--- config.mk ---
export PLATFORM = sky130hd
export DESIGN_NAME = sdr_deserializer
export DESIGN_NICKNAME = d
export VERILOG_FILES = /design/src/rtl/sdr_pkg.sv /design/src/rtl/sdr_pin_sync.sv /design/src/rtl/sdr_deserializer.sv
export VERILOG_INCLUDE_DIRS = /design/src /design/src/rtl
export SDC_FILE = /design/constraint.sdc
export NUM_CORES = 1
export LEC_CHECK = 0
export ABC_AREA = 1
export BUFFER_PORTS_ARGS = -buffer_cell sky130_fd_sc_hd__buf_2
export CAP_MARGIN = 20
export CORE_MARGIN = 5
export CORE_UTILIZATION = 60
export DETAILED_ROUTE_END_ITERATION = 7
export GPL_TIMING_DRIVEN = 0
export PLACE_DENSITY = 0.85
export SLEW_MARGIN = 40
export SYNTH_ARGS = -nofsm -noshare
export SYNTH_HDL_FRONTEND = slang
export SYNTH_SLANG_ARGS = --single-unit
export TNS_END_PERCENT = 100
--- constraint.sdc ---
create_clock -name aclk -period 9.6 [get_ports aclk]
set_input_delay 0.96 -clock aclk [delete_from_list [all_inputs] [get_ports aclk]]
set_output_delay 0.96 -clock aclk [all_outputs]
set_load 0.01 [all_outputs]
--- src/rtl/sdr_map.svh ---
`ifndef SDR_MAP_SVH
`define SDR_MAP_SVH

// Register byte offsets
`define SDR_ADDR_STATUS    8'h00
`define SDR_ADDR_MASK      8'h04
`define SDR_ADDR_STATE     8'h08
`define SDR_ADDR_FREQ      8'h0c
`define SDR_ADDR_WORDS     8'h10

// Status and mask bit positions
`define SDR_EV_LOCK_LOST   0
`define SDR_EV_LOCK_GAIN   1
`define SDR_EV_SIG_LOST    2
`define SDR_EV_LONG_RUN    3
`define SDR_EV_W           4

// Reset values
`define SDR_RST_MASK       4'h0
`define SDR_RST_STATUS     4'h0

// Timing: clock rate and lock qualification delay
`define SDR_CLK_MHZ        20
`define SDR_LOCK_DELAY_US  56
`define SDR_LOCK_DELAY_CYC (`SDR_LOCK_DELAY_US * `SDR_CLK_MHZ)

// Frequency detector window and ratios
`define SDR_WIN_EDGES      256
`define SDR_DIV_LO         64
`define SDR_DIV_HI         16
`define SDR_LOSS_PPM       1000
`define SDR_LOCK_PPM       500
`define SDR_PPM_UNIT       1000000

// Oscillator increments per line rate, trim step, mid-bit phase
`define SDR_INC_RATE_LO    24'h400000
`define SDR_INC_RATE_HI    24'h424f76
`define SDR_TRIM_STEP      16'h0100
`define SDR_PHASE_MID      24'h800000

// Tolerated identical bit run
`define SDR_RUN_TOL        11'd2000

`endif

--- src/rtl/sdr_pkg.sv ---
package sdr_pkg;

    // Lock monitor states
    typedef enum logic [1:0] {
        SDR_ACQ,
        SDR_QUAL,
        SDR_LOCK
    } sdr_lock_t;

    // Whole state of the deserializer
    typedef struct packed {
        logic [23:0]        phase;
        logic signed [15:0] trim;
        sdr_lock_t          fsm;
        logic [10:0]        qual;
        logic [8:0]         edges;
        logic [15:0]        ticks;
        logic signed [16:0] diff;
        logic               ref_q;
        logic               ser_q;
        logic               los_q;
        logic               last_bit;
        logic [10:0]        run;
        logic [15:0]        shift;
        logic [3:0]         bit_cnt;
        logic [15:0]        word;
        logic               pclk;
        logic               lock_n;
        logic               sync_err;
        logic [15:0]        words;
        logic [3:0]         status;
        logic [3:0]         mask;
        logic               irq;
        logic               aw_held;
        logic [7:0]         awaddr;
        logic               w_held;
        logic [3:0]         wdata;
        logic               wlane0;
        logic               awready;
        logic               wready;
        logic               bvalid;
        logic [1:0]         bresp;
        logic               arready;
        logic               rvalid;
        logic [31:0]        rdata;
        logic [1:0]         rresp;
    } sdr_state_t;

endpackage

--- src/rtl/sdr_pin_sync.sv ---
`timescale 1ns/10ps
`default_nettype none

module sdr_pin_sync #(
    parameter int W = 1
) (
    // Clock and reset
    input  wire logic         aclk,
    input  wire logic         aresetn,
    input  wire logic         ce,
    // Pins
    input  wire logic [W-1:0] pin_in,
    output logic      [W-1:0] pin_out
);

    typedef struct packed {
        logic [W-1:0] s1;
        logic [W-1:0] s2;
        logic [W-1:0] s3;
        logic [W-1:0] out;
    } sdr_sync_t;

    sdr_sync_t r;
    sdr_sync_t nx;

    // Three stages; a bit changes once stages two and three agree
    always_comb begin
        nx = r;
        nx.s1 = pin_in;
        nx.s2 = r.s1;
        nx.s3 = r.s2;
        for (int i = 0; i < W; i++) begin
            if (r.s2[i] == r.s3[i]) begin
                nx.out[i] = r.s3[i];
            end
        end
    end

    // State register
    always_ff @(posedge aclk) begin
        if (!aresetn) begin
            r <= '0;
        end else if (ce) begin
            r <= nx;
        end
    end

    assign pin_out = r.out;

endmodule
`default_nettype wire

--- src/rtl/sdr_deserializer.sv ---
// Notes on behaviour
// - Serial bits are gathered into 16-bit words, one word per sixteen bit times.
// - Line rate pin picks the nominal rate: low the slower, high the faster.
// - Clock select low follows data transitions; high runs purely from the reference.
// - Lock indicator goes low when the frequency error exceeds 1000 ppm.
// - Lock indicator goes high only when error is within 500 ppm.
// - After frequency lock the indicator rises about 56 us later.
// - Frequency detector steers the oscillator by the sign of the error.
// - Holdover keeps the parallel clock running from the reference while lock is lost.
// - Long identical bit runs do not disturb the oscillator frequency.
// - Signal lost input low forces holdover; tie high when unused.
// - Reference divide pin: low means line rate over 64, high over 16.
//
// Implementation choices: the AXI4-Lite register port and the address map.
`include "sdr_map.svh"
`timescale 1ns/10ps
`default_nettype none

module sdr_deserializer (
    // Clock, reset, enable
    input  wire logic        aclk,
    input  wire logic        aresetn,
    input  wire logic        ce,
    // Line and strap pins
    input  wire logic        serial_line_in,
    input  wire logic        reference_clock_in,
    input  wire logic        clock_source_sel,
    input  wire logic        line_rate_sel,
    input  wire logic        ref_divide_sel,
    input  wire logic        signal_lost_in_n,
    // Parallel side and status pins
    output logic             parallel_clock_out,
    output logic [15:0]      parallel_word_out,
    output logic             lock_lost_n,
    output logic             sync_err,
    output logic             irq,
    // AXI4-Lite write
    input  wire logic        s_axi_awvalid,
    output logic             s_axi_awready,
    input  wire logic [7:0]  s_axi_awaddr,
    input  wire logic        s_axi_wvalid,
    output logic             s_axi_wready,
    input  wire logic [31:0] s_axi_wdata,
    input  wire logic [3:0]  s_axi_wstrb,
    output logic             s_axi_bvalid,
    input  wire logic        s_axi_bready,
    output logic [1:0]       s_axi_bresp,
    // AXI4-Lite read
    input  wire logic        s_axi_arvalid,
    output logic             s_axi_arready,
    input  wire logic [7:0]  s_axi_araddr,
    output logic             s_axi_rvalid,
    input  wire logic        s_axi_rready,
    output logic [31:0]      s_axi_rdata,
    output logic [1:0]       s_axi_rresp
);

    localparam logic [15:0] EXP_LO  = 16'(`SDR_WIN_EDGES * `SDR_DIV_LO);
    localparam logic [15:0] EXP_HI  = 16'(`SDR_WIN_EDGES * `SDR_DIV_HI);
    localparam logic [16:0] LOSS_LO = 17'(`SDR_WIN_EDGES * `SDR_DIV_LO * `SDR_LOSS_PPM / `SDR_PPM_UNIT);
    localparam logic [16:0] LOSS_HI = 17'(`SDR_WIN_EDGES * `SDR_DIV_HI * `SDR_LOSS_PPM / `SDR_PPM_UNIT);
    localparam logic [16:0] LOCK_LO = 17'(`SDR_WIN_EDGES * `SDR_DIV_LO * `SDR_LOCK_PPM / `SDR_PPM_UNIT);
    localparam logic [16:0] LOCK_HI = 17'(`SDR_WIN_EDGES * `SDR_DIV_HI * `SDR_LOCK_PPM / `SDR_PPM_UNIT);
    localparam logic [10:0] QUAL_N  = 11'(`SDR_LOCK_DELAY_CYC);
    localparam logic [8:0]  WIN_END = 9'(`SDR_WIN_EDGES - 1);

    sdr_pkg::sdr_state_t r;
    sdr_pkg::sdr_state_t nx;

    logic [5:0]         pins_s;
    logic               ser_s;
    logic               ref_s;
    logic               sel_s;
    logic               rate_s;
    logic               div_s;
    logic               los_s;
    logic [23:0]        inc;
    logic               tick;
    logic               trans;
    logic               ref_edge;
    logic               win_end;
    logic [15:0]        expect_cnt;
    logic [15:0]        seen_cnt;
    logic signed [16:0] win_diff;
    logic [16:0]        abs_diff;
    logic               too_far;
    logic               near_ok;
    logic [3:0]         ev;
    logic [3:0]         clr;
    logic [31:0]        rd_word;
    logic               rd_ok;

    ////////////////////////////////////////////////////////////////////////////
    // Pin synchronisers
    sdr_pin_sync #(
        .W(6)
    ) u_pins (
        .aclk    (aclk),
        .aresetn (aresetn),
        .ce      (ce),
        .pin_in  ({serial_line_in, reference_clock_in, clock_source_sel,
                   line_rate_sel, ref_divide_sel, signal_lost_in_n}),
        .pin_out (pins_s)
    );

    assign {ser_s, ref_s, sel_s, rate_s, div_s, los_s} = pins_s;

    ////////////////////////////////////////////////////////////////////////////
    // Next-state logic
    always_comb begin
        nx = r;
        // Oscillator increment from rate strap plus frequency trim
        inc = (rate_s ? `SDR_INC_RATE_HI : `SDR_INC_RATE_LO)
              + {{8{r.trim[15]}}, r.trim};
        {tick, nx.phase} = {1'b0, r.phase} + {1'b0, inc};
        trans = ser_s ^ r.ser_q;
        nx.ser_q = ser_s;
        // Realign only in data mode; reference mode free-runs
        if (trans && !sel_s) begin
            nx.phase = `SDR_PHASE_MID;
        end

        // Bit sampling, word assembly and parallel clock
        ev = '0;
        if (tick) begin
            nx.shift = {r.shift[14:0], ser_s};
            nx.bit_cnt = r.bit_cnt + 4'h1;
            nx.last_bit = ser_s;
            if (ser_s == r.last_bit) begin
                if (r.run != 11'h7ff) begin
                    nx.run = r.run + 11'h001;
                end
            end else begin
                nx.run = '0;
            end
            ev[`SDR_EV_LONG_RUN] = (nx.run == `SDR_RUN_TOL);
            if (r.bit_cnt == 4'hf) begin
                nx.word = {r.shift[14:0], ser_s};
                nx.pclk = 1'b1;
                nx.words = r.words + 16'h0001;
            end else if (r.bit_cnt == 4'h7) begin
                nx.pclk = 1'b0;
            end
        end

        // Frequency window against reference edges
        ref_edge = ref_s & ~r.ref_q;
        nx.ref_q = ref_s;
        win_end = ref_edge && (r.edges == WIN_END);
        seen_cnt = r.ticks + {15'h0, tick};
        expect_cnt = div_s ? EXP_HI : EXP_LO;
        win_diff = $signed({1'b0, expect_cnt}) - $signed({1'b0, seen_cnt});
        abs_diff = win_diff[16] ? 17'(-win_diff) : win_diff;
        too_far = abs_diff > (div_s ? LOSS_HI : LOSS_LO);
        near_ok = abs_diff <= (div_s ? LOCK_HI : LOCK_LO);
        nx.ticks = seen_cnt;
        if (ref_edge) begin
            nx.edges = r.edges + 9'h001;
        end
        if (win_end) begin
            nx.edges = '0;
            nx.ticks = '0;
            nx.diff = win_diff;
            // Slow oscillator speeds up, fast one slows down
            if (win_diff > 0) begin
                nx.trim = r.trim + `SDR_TRIM_STEP;
            end else if (win_diff < 0) begin
                nx.trim = r.trim - `SDR_TRIM_STEP;
            end
        end

        // Lock monitor with hysteresis and qualification delay
        case (r.fsm)
            sdr_pkg::SDR_ACQ: begin
                nx.qual = '0;
                if (win_end && near_ok) begin
                    nx.fsm = sdr_pkg::SDR_QUAL;
                end
            end
            sdr_pkg::SDR_QUAL: begin
                nx.qual = r.qual + 11'h001;
                if (win_end && too_far) begin
                    nx.fsm = sdr_pkg::SDR_ACQ;
                end else if (r.qual == QUAL_N - 11'h001) begin
                    nx.fsm = sdr_pkg::SDR_LOCK;
                end
            end
            sdr_pkg::SDR_LOCK: begin
                if (win_end && too_far) begin
                    nx.fsm = sdr_pkg::SDR_ACQ;
                end
            end
            default: begin
                nx.fsm = sdr_pkg::SDR_ACQ;
            end
        endcase
        nx.lock_n = (nx.fsm == sdr_pkg::SDR_LOCK);
        nx.sync_err = ~nx.lock_n | ~los_s;
        nx.los_q = los_s;
        ev[`SDR_EV_LOCK_LOST] = r.lock_n & ~nx.lock_n;
        ev[`SDR_EV_LOCK_GAIN] = ~r.lock_n & nx.lock_n;
        ev[`SDR_EV_SIG_LOST] = r.los_q & ~los_s;

        // Write channel: address and data taken in either order
        clr = '0;
        if (s_axi_awvalid && r.awready) begin
            nx.aw_held = 1'b1;
            nx.awaddr = s_axi_awaddr;
        end
        if (s_axi_wvalid && r.wready) begin
            nx.w_held = 1'b1;
            nx.wdata = s_axi_wdata[3:0];
            nx.wlane0 = s_axi_wstrb[0];
        end
        if (s_axi_bvalid && s_axi_bready) begin
            nx.bvalid = 1'b0;
        end
        if (r.aw_held && r.w_held && !r.bvalid) begin
            nx.aw_held = 1'b0;
            nx.w_held = 1'b0;
            nx.bvalid = 1'b1;
            nx.bresp = 2'h0;
            case (r.awaddr)
                `SDR_ADDR_STATUS: clr = r.wlane0 ? r.wdata : 4'h0;
                `SDR_ADDR_MASK: begin
                    if (r.wlane0) begin
                        nx.mask = r.wdata;
                    end
                end
                `SDR_ADDR_STATE, `SDR_ADDR_FREQ, `SDR_ADDR_WORDS: nx.bresp = 2'h0;
                default: nx.bresp = 2'h2;
            endcase
        end
        nx.awready = ~nx.aw_held & ~nx.bvalid;
        nx.wready = ~nx.w_held & ~nx.bvalid;

        // Sticky status, set wins over write-one clear
        nx.status = (r.status & ~clr) | ev;
        nx.irq = |(nx.status & nx.mask);

        // Read channel
        rd_ok = 1'b1;
        case (s_axi_araddr)
            `SDR_ADDR_STATUS: rd_word = {28'h0, r.status};
            `SDR_ADDR_MASK:   rd_word = {28'h0, r.mask};
            `SDR_ADDR_STATE:  rd_word = {27'h0, r.sync_err, sel_s, r.lock_n, r.fsm};
            `SDR_ADDR_FREQ:   rd_word = {{15{r.diff[16]}}, r.diff};
            `SDR_ADDR_WORDS:  rd_word = {16'h0, r.words};
            default: begin
                rd_word = 32'h0;
                rd_ok = 1'b0;
            end
        endcase
        if (s_axi_rvalid && s_axi_rready) begin
            nx.rvalid = 1'b0;
        end
        if (s_axi_arvalid && r.arready) begin
            nx.rvalid = 1'b1;
            nx.rdata = rd_word;
            nx.rresp = rd_ok ? 2'h0 : 2'h2;
        end
        nx.arready = ~nx.rvalid;
    end

    ////////////////////////////////////////////////////////////////////////////
    // State register
    always_ff @(posedge aclk) begin
        if (!aresetn) begin
            r <= '0;
        end else if (ce) begin
            r <= nx;
        end
    end

    // Outputs straight from the state
    assign parallel_clock_out = r.pclk;
    assign parallel_word_out  = r.word;
    assign lock_lost_n        = r.lock_n;
    assign sync_err           = r.sync_err;
    assign irq                = r.irq;
    assign s_axi_awready      = r.awready;
    assign s_axi_wready       = r.wready;
    assign s_axi_bvalid       = r.bvalid;
    assign s_axi_bresp        = r.bresp;
    assign s_axi_arready      = r.arready;
    assign s_axi_rvalid       = r.rvalid;
    assign s_axi_rdata        = r.rdata;
    assign s_axi_rresp        = r.rresp;
endmodule
`default_nettype wire

**Yosys cells after proc, flatten, opt, wreduce, memory -nomap -nowiden**

Cells that the tools add are included.

- Register bits after elaboration: 253
- Input port bits: 66
- Output and inout port bits: 61
- Word-level logic and storage cells: 184

- Add/sub/neg operators: 12
- Magnitude comparators: 4
- Equality and inequality tests: 24
- Multiplexer cells: 40
- Bitwise operators: 20
- Reduce and logical (&&, ||, !) cells: 40

Operator list:

| kind | count |
|---|---|
| $pmux W32 S5 | 1 |
| $mux W42 | 1 |
| $mux W35 | 1 |
| $mux W11 | 3 |
| $eq A8 B4 Y1 const B | 4 |
| $mux W16 | 2 |
| $mux W4 | 7 |
| $reduce_and A2 Y1 | 14 |
| $add A24 B24 Y25 | 1 |
| $add A23 B24 Y24 | 1 |
| $mux W24 | 1 |
| $add A11 B1 Y11 const B | 2 |
| $eq A11 B11 Y1 const B | 2 |
| $pmux W11 S2 | 1 |
| $mux W18 | 1 |
| $mux W9 | 2 |
| $gt A17 B1 Y1 const B | 1 |
| $gt A17 B5 Y1 | 1 |
| $le A17 B4 Y1 | 1 |
| $lt A17 B1 Y1 const B | 1 |
| $mux W17 | 1 |
| $neg A17 Y17 | 1 |
| $sub A15 B16 Y17 | 1 |
| $add A16 B1 Y16 | 1 |
| other kinds (36) | 88 |

**Longest topological paths before layout**

Gate-level depths: netlist (run 1).

- Word-level depth: 17
- Depth in mapped cells: 50
- Mapped depth without buffers: 50

**By module**

Synthesis (run 1) repeated with hierarchy kept, for this count alone.

- Cells, all modules: 1852
- Area total of the unflattened synthesis: 12732.2 um^2

By module, submodules not included:

| module | instances | cells each | area each (um^2) | sequential area each (um^2) |
|---|---|---|---|---|
| sdr_deserializer | 1 | 1721 | 11748.8 | 4043.9 |
| sdr_pin_sync | 1 | 131 | 983.4 | 480.5 |

**Worst setup path after synthesis (run 1)**

No wires, ideal clock.

- Path type: reg-to-reg
- Start point: register u_pins.r (netlist bit u_pins.pin_out[2])
- End point: register r[205] (netlist name)
- Setup time: 0.132 ns
- Data arrival time: 7.247 ns
- Required time: 9.468 ns
- Setup slack: 2.220 ns
- Stages on the path, launching flop included: 50
- Path buffers: 0
- Clock period less this slack: 7.380 ns
- Path through: dfxtp_1 -> ha_1 -> inv_1 -> fa_1 -> o21ai_0 -> nand2_1 -> nor3_1 -> nand2_1 -> nand2_1 -> xor2_1 -> inv_1 -> ha_1 -> nand2_1 -> nor4_1 -> nand3_1 -> nand3_1 -> nand2_1 -> a21oi_2 -> (+14 left out) -> nand2_1 -> nor2_2 -> nand2_1 -> nor3_1 -> nor2_1 -> inv_1 -> ha_1 -> a21oi_1 -> nand2_1 -> a21oi_1 -> o21ai_0 -> a21oi_1 -> nor2_1 -> nor2_1 -> xor2_1 -> a21oi_1 -> o21ai_0 -> a21oi_1

- Word-level cells in the longest chain between the ends: 8
- Elaborated cells on any way between the ends: 10
- Those cells by class: add/sub: 4; order compare: 2; mux: 2; reduce/logical: 2

RTL lines:

| item | RTL line | RTL |
|---|---|---|
| start, declared | sdr_pin_sync.sv:23 | `sdr_sync_t r;` |
| start signal, assigned | sdr_pin_sync.sv:44 | `r <= nx;` |
| $mux W18 (no source line) * | -- |  |
| $add A23 B24 Y24 * | sdr_deserializer.sv:113 | `` inc = (rate_s ? `SDR_INC_RATE_HI : `SDR_INC_RATE_LO) `` |
| $add A24 B24 Y25 * | sdr_deserializer.sv:115 | `{tick, nx.phase} = {1'b0, r.phase} + {1'b0, inc};` |
| $add A16 B1 Y16 * | sdr_deserializer.sv:150 | `seen_cnt = r.ticks + {15'h0, tick};` |
| $sub A15 B16 Y17 * | sdr_deserializer.sv:152 | `win_diff = $signed({1'b0, expect_cnt}) - $signed({1'b0, seen_cnt});` |
| $gt A17 B1 Y1 or $lt A17 B1 Y1 (tied branches) | sdr_deserializer.sv:165, sdr_deserializer.sv:167 |  |
| $reduce_bool A2 Y1 (no source line) | -- |  |
| $reduce_and A3 Y1 (no source line) | -- |  |
| end signal, assigned | sdr_deserializer.sv:271 | `r <= nx;` |
| end, declared | sdr_deserializer.sv:67 | `sdr_pkg::sdr_state_t r;` |

Every way passes the cells marked *; elsewhere a longest branch is shown, timed or not.
A chain may end at the register's enable or synchronous reset.

**Worst setup path after layout (run 1)**

Same ends and word-level chain as after synthesis.

==> metrics.yaml, run 1 <==
clock_tree:
  h-tree-depth: 1
  tritoncts: "built"
  post_cts_buffers: 0
  clkSinkCount: 226
  cts_hold_buf: 0
  cts.clk_slew.worst_paths_ns: 0.06
  cts_resized: 0
  numCtsBuffers: 25
  cts-root-buf: "clkbuf_16"
  insertion_delay_ns: 0.54
  clock_path_buffers: 3
sta:
  setup_viol: 0
  max_freq_ghz: 0.115
  clock_skew_ns: 0.0171
  fin_crit_sh_pct: 90.8
  worst_pin_slew_ns: 0.856
  maxSlewHeadroom_pct: 42.9
  slew_violations: 0
  whs_ns: 0.449
  hold_viol_final: 0
  fin_setup_tns_ns: 0
  layout_min_cycle_time_ns: 8.72
  rsz0062_at_grt: "false"
worst_setup_path:
  crit_path_max_incr_delay_ns: 0.46
  r2r_cells: 49
  worst_ep_arrival_time_ns: 9.10
  rrSetupSlack_ns: 0.88
  critPathLaunchType: "flop"
  r2r_start: "u_pins.pin_out[2]$_SDFFE_PN0P_"
  slowest_stage: "dfxtp_4"
  worst_setup_path_end_kind: "flop"
  crit_start: "u_pins.pin_out[2]$_SDFFE_PN0P_"
  endpoint: "r[205]$_SDFFE_PN0P_"
  reg2reg_to: "r[205]$_SDFFE_PN0P_"
  crit_fanout: 15
  cpMostUsedCell: "nand2_1"
  crit_required_ns: 9.98
  path_class: "reg2reg"
synth:
  ys_ff_latch: 226
  async_flop_share_pct: 0
  yosysSeqAreaShare_pct: 35.9
  yosys_warnings: 0
  netlist_instances: 1826
  netlist_area_um2: 12600
  avgSynthCellArea_um2: 6.91
  yosysUniqueCellTypes: 55
  synth_flop_cell: "dfxtp_1"
  synth-edff-count: 0
routing:
  firstDrtPassIters: 5
  wl_met2_mm: 15.6
  initialDrtViolationCount: 961
  routed-via-count: 12635
  top_layer: "met4"
  drt_wl_total_mm: 33.8
  drt.antenna.violating_nets: 0
  wirelength_met1_mm: 14.6
  viasPerCell: 5.65
  drcViolationCount: 0
  wl_per_cell_um: 15.1
  route.met3.wl_mm: 2.61
place:
  gp_congestion: 0.933
  place_area_um2: 13400
  hpwl_mm: 24.9
  port_buffers: 92
die:
  dieWidth_um: 155
  chipHeight_um: 155
  rows: 53
  io_pins: 127
  die-area_um2: 24000
  start_util_pct: 60.4
  placeableCoreArea_um2: 20900
global_routing:
  grt_pass1_wl_mm: 54.7
  grt_max_degree: 18
  antenna_found_initial: 0
  grt_overflow: 0
  first_global_vias: 11779
  grt_usage_pct: 27.0
run:
  cap_viol_max_count: 0
power:
  fin_total_pwr_mw: 2.15
  max-vdd-ir-drop_mv: 0.131
  p_leak_nw: 6.25
  power_density_nw_per_um2: 150
layout:
  antenna_cells: 0
  num-fill-cells: 1725
  design_area_um2: 14300
  drive_gt1_share_pct: 13.9
  nNetsFinal: 2063
  syn_to_final_growth_pct: 13.6
hold_path:
  worstHoldPathType: "reg2reg"
status:
  status: "finished clean"
-- layout by cell type (no fill, tap or decap), types with 6 or more instances in the layout --
master | netlist | layout
o21ai_0 | 165 | 164
nand2_2 | 24 | 24
nand4_1 | 19 | 19
ha_1 | 48 | 48
xnor2_1 | 10 | 10
o22ai_1 | 34 | 34
buf_4 | 52 | 52
clkbuf_16 | 0 | 25
nor2_1 | 187 | 187
a211oi_1 | 11 | 11
a21oi_1 | 190 | 190
nor4_1 | 9 | 8
nand2_1 | 349 | 349
nor3_1 | 34 | 33
inv_1 | 201 | 200
buf_2 | 2 | 94
nor2_4 | 7 | 7
clkbuf_1 | 52 | 58
inv_2 | 12 | 13
nor2_2 | 16 | 16
nand3_1 | 72 | 72
a31oi_1 | 8 | 8
xor2_1 | 21 | 21
clkbuf_8 | 0 | 6
dfxtp_1 | 226 | 225
o21ai_1 | 6 | 7
-- state kept, by name, indices dropped and copies added (netlist names) --
name,flops
parallel_word_out,16
u_pins.nx,12
s_axi_bresp,1
s_axi_wready,1
r,158
s_axi_awready,1
irq,1
s_axi_bvalid,1
s_axi_rvalid,1
s_axi_rdata,17
u_pins.pin_out,6
lock_lost_n,1
s_axi_rresp,1
sync_err,1
u_pins.r,6
parallel_clock_out,1
s_axi_arready,1
-- stage by stage --
stage | cells | util, % | setup WS [ns]
after floorplan | 1827 | - | 2.22
after global placement | 2194 | 64.2 | 0.607
after detailed placement | 2194 | 64.2 | 0.395
after CTS | 2238 | 68.5 | 0.183
after global routing | 2238 | 68.6 | 0.0654
final | 2238 | 68.6 | 0.881
-- worst max-delay path, delay by kind of cell, from the launching register on --
family                   cells  cell delay (ns)
adder cells (fa/ha/maj)      7             2.07
AND/OR/NAND/NOR             26             3.52
XOR/XNOR                     3             0.72
buffers and inverters        4             0.38
AO/OA/AOI/OAI                9             1.41
flip-flops                   1             0.46
-- final cells by class --
cell class / instances / area (um^2) / share of cell area [%]
inverters: 216 / 811 / 5.66
clock inverters: 7 / 153 / 1.07
plain buffers: 113 / 637 / 4.45
clock buffers: 37 / 731 / 5.10
flip-flops and latches: 226 / 4530 / 31.6
multi-input cells: 1272 / 6660 / 46.5
repair buffers: 92 / 460 / 3.21
well taps: 275 / 344 / 2.40
-- how the worst min path moves through the flow --
stage / from / to / slack, ns / cells after the start
floorplan: r[140]$_SDFFE_PN0P_ / r[140]$_SDFFE_PN0P_ / 0.42 / 2
global placement: r[44]$_SDFFE_PN0P_ / r[44]$_SDFFE_PN0P_ / 0.43 / 2
detailed placement: r[44]$_SDFFE_PN0P_ / r[44]$_SDFFE_PN0P_ / 0.44 / 2
CTS: r[44]$_SDFFE_PN0P_ / r[44]$_SDFFE_PN0P_ / 0.45 / 2
global route: r[44]$_SDFFE_PN0P_ / r[44]$_SDFFE_PN0P_ / 0.47 / 2
finish: r[44]$_SDFFE_PN0P_ / r[44]$_SDFFE_PN0P_ / 0.45 / 2
-- synth_stat cells (2+ instances only) --
master    count  area (um^2)
a211oi_1     11         82.6
a21oi_1     190          951
a21oi_2       3         26.3
a31oi_1       8         50.1
a41oi_1       2         17.5
buf_1         5         18.8
buf_2         2         10.0
buf_4        52          390
buf_6         2         22.5
clkbuf_1     52          195
clkinv_1      3         11.3
dfxtp_1     226         4520
fa_1          3         60.1
ha_1         48          601
inv_1       201          754
inv_2        12         45.0
nand2_1     349         1310
nand2_2      24          150
nand2_4       5         56.3
nand3_1      72          360
nand3_2       4         40.0
nand3b_1      3         22.5
nand4_1      19          119
nand4_2       2         25.0
nor2_1      187          702
nor2_2       16          100
nor2_4        7         78.8
nor2_8        2         40.0
nor3_1       34          170
nor3b_1       5         37.5
nor4_1        9         56.3
o211ai_1      3         22.5
o21a_1        4         30.0
o21ai_0     165          826
o21ai_1       6         30.0
o21bai_1      3         22.5
o221ai_1      2         17.5
o22ai_1      34          213
o31ai_1       2         15.0
or2_2         5         31.3
xnor2_1      10         87.6
xor2_1       21          184
-- logic make-up (layout without fill, tap and decap cells) --
group                    Yosys count  after routing  share of synthesized area, %
adder cells (fa/ha/maj)           51             51                          5.24
XOR/XNOR                          31             31                          2.15
flip-flops                       226            226                          35.9
other                              1              2                        0.0297
AO/OA/AOI/OAI                    440            440                          18.8
AND/OR/NAND/NOR                  748            748                          26.5
buffers and inverters            329            465                          11.5
-- where the power goes --
group / internal (mW) / leakage (nW) / switching, mW
clock network: 0.635 / 0.429 / 0.398
registers: 0.954 / 1.83 / 0.0113
logic: 0.0472 / 3.99 / 0.105
-- metal layers --
layer  vias to the layer above  track usage [%]
li1                       6231                -
met1                      5853             34.9
met2                       470             45.3
met3                        81             4.81
met4                         0             9.88
met5                         -                0
Note: power is estimated with default switching activity, not from simulation.
==> inputs of run 2 (changes only) <==
Settings changed: CORE_ASPECT_RATIO set to 0.9.
==> metrics.yaml, run 2 (synthesis gave the netlist of run 1 again) <==
layout:
  antenna_cells: 0  # unchanged
  layout_common_cells: "349 x nand2_1, 225 x dfxtp_1, 200 x inv_1, 189 x a21oi_1, 187 x nor2_1"
  syn_to_final_growth_pct: 13.5
  final_common_cell: "nand2_1"
  nNetsFinal: 2062  # -0.048%
  num-fill-cells: 1714  # -0.64%
  regMostFlops: "r"
  largest_reg_flops: 158  # unchanged
  fin_cells: 2249  # +0.49%
  drive_gt1_share_pct: 14.3  # +0.41 points
power:
  p_leak_nw: 6.22  # -0.52%
  power_density_nw_per_um2: 147  # -1.9%
  p_sw_uw: 522  # +1.6%
  clock_power_share_pct: 47.0  # -1.0 points
  swShare_pct: 24.8  # +0.88 points
  p_int_mw: 1.58  # -3.2%
  seqPwrFrac_pct: 45.8  # +0.9 points
  pwr-share-comb_pct: 7.2  # about the same
  max-vdd-ir-drop_mv: 0.124  # -5.4%
worst_setup_path:
  crit_required_ns: 9.97  # about the same
  critPathLaunchType: "flop"
  crit_fanout: 15  # unchanged
  reg2reg_to: "r[205]$_SDFFE_PN0P_"
  path_class: "reg2reg"
  rrSetupSlack_ns: 0.89  # about the same
  worst_setup_path_end_kind: "flop"
  r2r_start: "u_pins.pin_out[2]$_SDFFE_PN0P_"
  crit_path_max_incr_delay_ns: 0.47  # about the same
  cpMostUsedCell: "nand2_1"
  r2r_cells: 49  # unchanged
  slowest_stage: "dfxtp_4"
  worst_ep_arrival_time_ns: 9.08  # -0.02 ns
die:
  placeableCoreArea_um2: 20800  # -0.57%
  chipHeight_um: 148  # -4.8%
  io_pins: 127  # unchanged
  dieWidth_um: 163  # +5.1%
  die-area_um2: 24000  # about the same
  rows: 50  # -5.7%
  start_util_pct: 60.7  # +0.35 points
global_routing:
  antenna_found_initial: 0  # unchanged
  grt_usage_pct: 27.3  # +0.33 points
  grt_pass1_wl_mm: 55.4  # +1.3%
  first_global_vias: 11442  # -2.9%
  grt_overflow: 0  # unchanged
  grt_max_degree: 18  # unchanged
routing:
  wl_per_cell_um: 15.2  # +0.44%
  firstDrtPassIters: 8  # +3
  drt_wl_total_mm: 34.1  # +0.94%
  drt.antenna.violating_nets: 0  # unchanged
  initialDrtViolationCount: 1097  # +14%
  viasPerCell: 5.58  # -1.1%
  drcViolationCount: 0  # unchanged
  routed-via-count: 12559  # -0.60%
clock_tree:
  cts.clk_slew.worst_paths_ns: 0.06  # about the same
  tritoncts: "built"
  numCtsBuffers: 24  # -4.0%
  clock_path_buffers: 3  # unchanged
  cts_resized: 0  # unchanged
  insertion_delay_ns: 0.52  # -0.02 ns
  post_cts_buffers: 0  # unchanged
  cts_hold_buf: 0  # unchanged
  h-tree-depth: 1  # unchanged
  cts-root-buf: "clkbuf_16"
  clkSinkCount: 226  # unchanged
hold_path:
  holdPathEnd: "r[44]$_SDFFE_PN0P_"
  min-delay-start: "r[44]$_SDFFE_PN0P_"
  hold_path_depth: 2  # unchanged
  worstHoldPathType: "reg2reg"
place:
  gp_congestion: 0.960  # +2.9%
  hpwl_mm: 24.9  # about the same
  dp.cells: 2205  # +0.50%
  port_buffers: 92  # unchanged
sta:
  clock_skew_ns: 0.00917  # -0.00792 ns
  fin_setup_tns_ns: 0  # unchanged
  hold_viol_final: 0  # unchanged
  worst_pin_slew_ns: 0.845  # -0.0110 ns
  layout_min_cycle_time_ns: 8.71  # -0.0124 ns
  fin_crit_sh_pct: 90.7  # -0.13 points
  maxSlewHeadroom_pct: 43.5  # +0.53 points
  max_freq_ghz: 0.115  # +0.14%
  slew_violations: 0  # unchanged
  setup_viol: 0  # unchanged
status:
  status: "finished clean"
run:
  cap_viol_max_count: 0  # unchanged
[run 2: changes by cell type in the layout (fill, tap and decap cells not counted), sizes merged]
cell | before | now
bufinv | 4 | 3
clkbuf | 89 | 81
clkinv | 4 | 6
clkinvlp | 1 | 7
inv | 214 | 215
[run 2: cell type report]
| class | count | area (um^2) | share of cell area, % |
|---|---|---|---|
| Tap cell | 286 | 358 | 2.50 |
| Inverter | 216 | 811 | 5.67 |
| Buffer | 113 | 637 | 4.45 |
| Clock inverter | 15 | 175 | 1.22 |
| Clock buffer | 29 | 671 | 4.69 |
| Multi-Input combinational cell | 1272 | 6670 | 46.6 |
| Timing Repair Buffer | 92 | 460 | 3.22 |
| Sequential cell | 226 | 4530 | 31.6 |
[run 2: worst max path at each step]
stage,start,to,slack [ns],depth (start not counted)
after floorplan,u_pins.pin_out[2]$_SDFFE_PN0P_,r[205]$_SDFFE_PN0P_,2.22,49
after global placement,u_pins.pin_out[2]$_SDFFE_PN0P_,r[205]$_SDFFE_PN0P_,0.63,48
after detailed placement,u_pins.pin_out[2]$_SDFFE_PN0P_,r[205]$_SDFFE_PN0P_,0.32,49
after CTS,u_pins.pin_out[2]$_SDFFE_PN0P_,r[205]$_SDFFE_PN0P_,0.22,49
after global routing,r[198]$_SDFFE_PN0P_,r[205]$_SDFFE_PN0P_,-0.07,48
final,u_pins.pin_out[2]$_SDFFE_PN0P_,r[205]$_SDFFE_PN0P_,0.89,49
[run 2: through the flow]
step | power, mW | hold slack, ns | util, % | worst slack (ns) | area [um^2]
CTS | 2.10 | 0.445 | 68.7 | 0.216 | 14300
global placement | 1.13 | 0.435 | 64.7 | 0.631 | 13400
floorplan | 1.08 | 0.422 | - | 2.22 | 12600
detailed placement | 1.13 | 0.435 | 64.7 | 0.323 | 13400
finish | 2.11 | 0.449 | 68.9 | 0.894 | 14300
global route | 2.16 | 0.472 | 68.9 | -0.0655 | 14300
[run 2: layer usage]
layer | vias up | wire [um] | track usage, % | part of all wire [%]
met5 | - | 0 | 0 | 0
met4 | 0 | 681 | 6.29 | 2.0
met3 | 54 | 2790 | 3.37 | 8.2
met2 | 504 | 15600 | 45.1 | 46
met1 | 5778 | 15100 | 38.4 | 44
li1 | 6223 | - | - | -
[run 2: power groups by stage]
stage	combinational (mW)	clock, mW	sequential [mW]
after floorplan	0.100	0	0.983
after global placement	0.143	0	0.984
after detailed placement	0.146	0	0.985
after CTS	0.148	0.991	0.964
after global routing	0.167	1.03	0.966
final	0.152	0.989	0.965
[run 2: critical path: cells and delay by family (launching register included)]
| kind | cells | cell delay, ns |
|---|---|---|
| AO/OA/AOI/OAI | 9 | 1.45 |
| buffers and inverters | 4 | 0.38 |
| adder cells (fa/ha/maj) | 7 | 2.09 |
| XOR/XNOR | 3 | 0.67 |
| AND/OR/NAND/NOR | 26 | 3.50 |
| flip-flops | 1 | 0.47 |
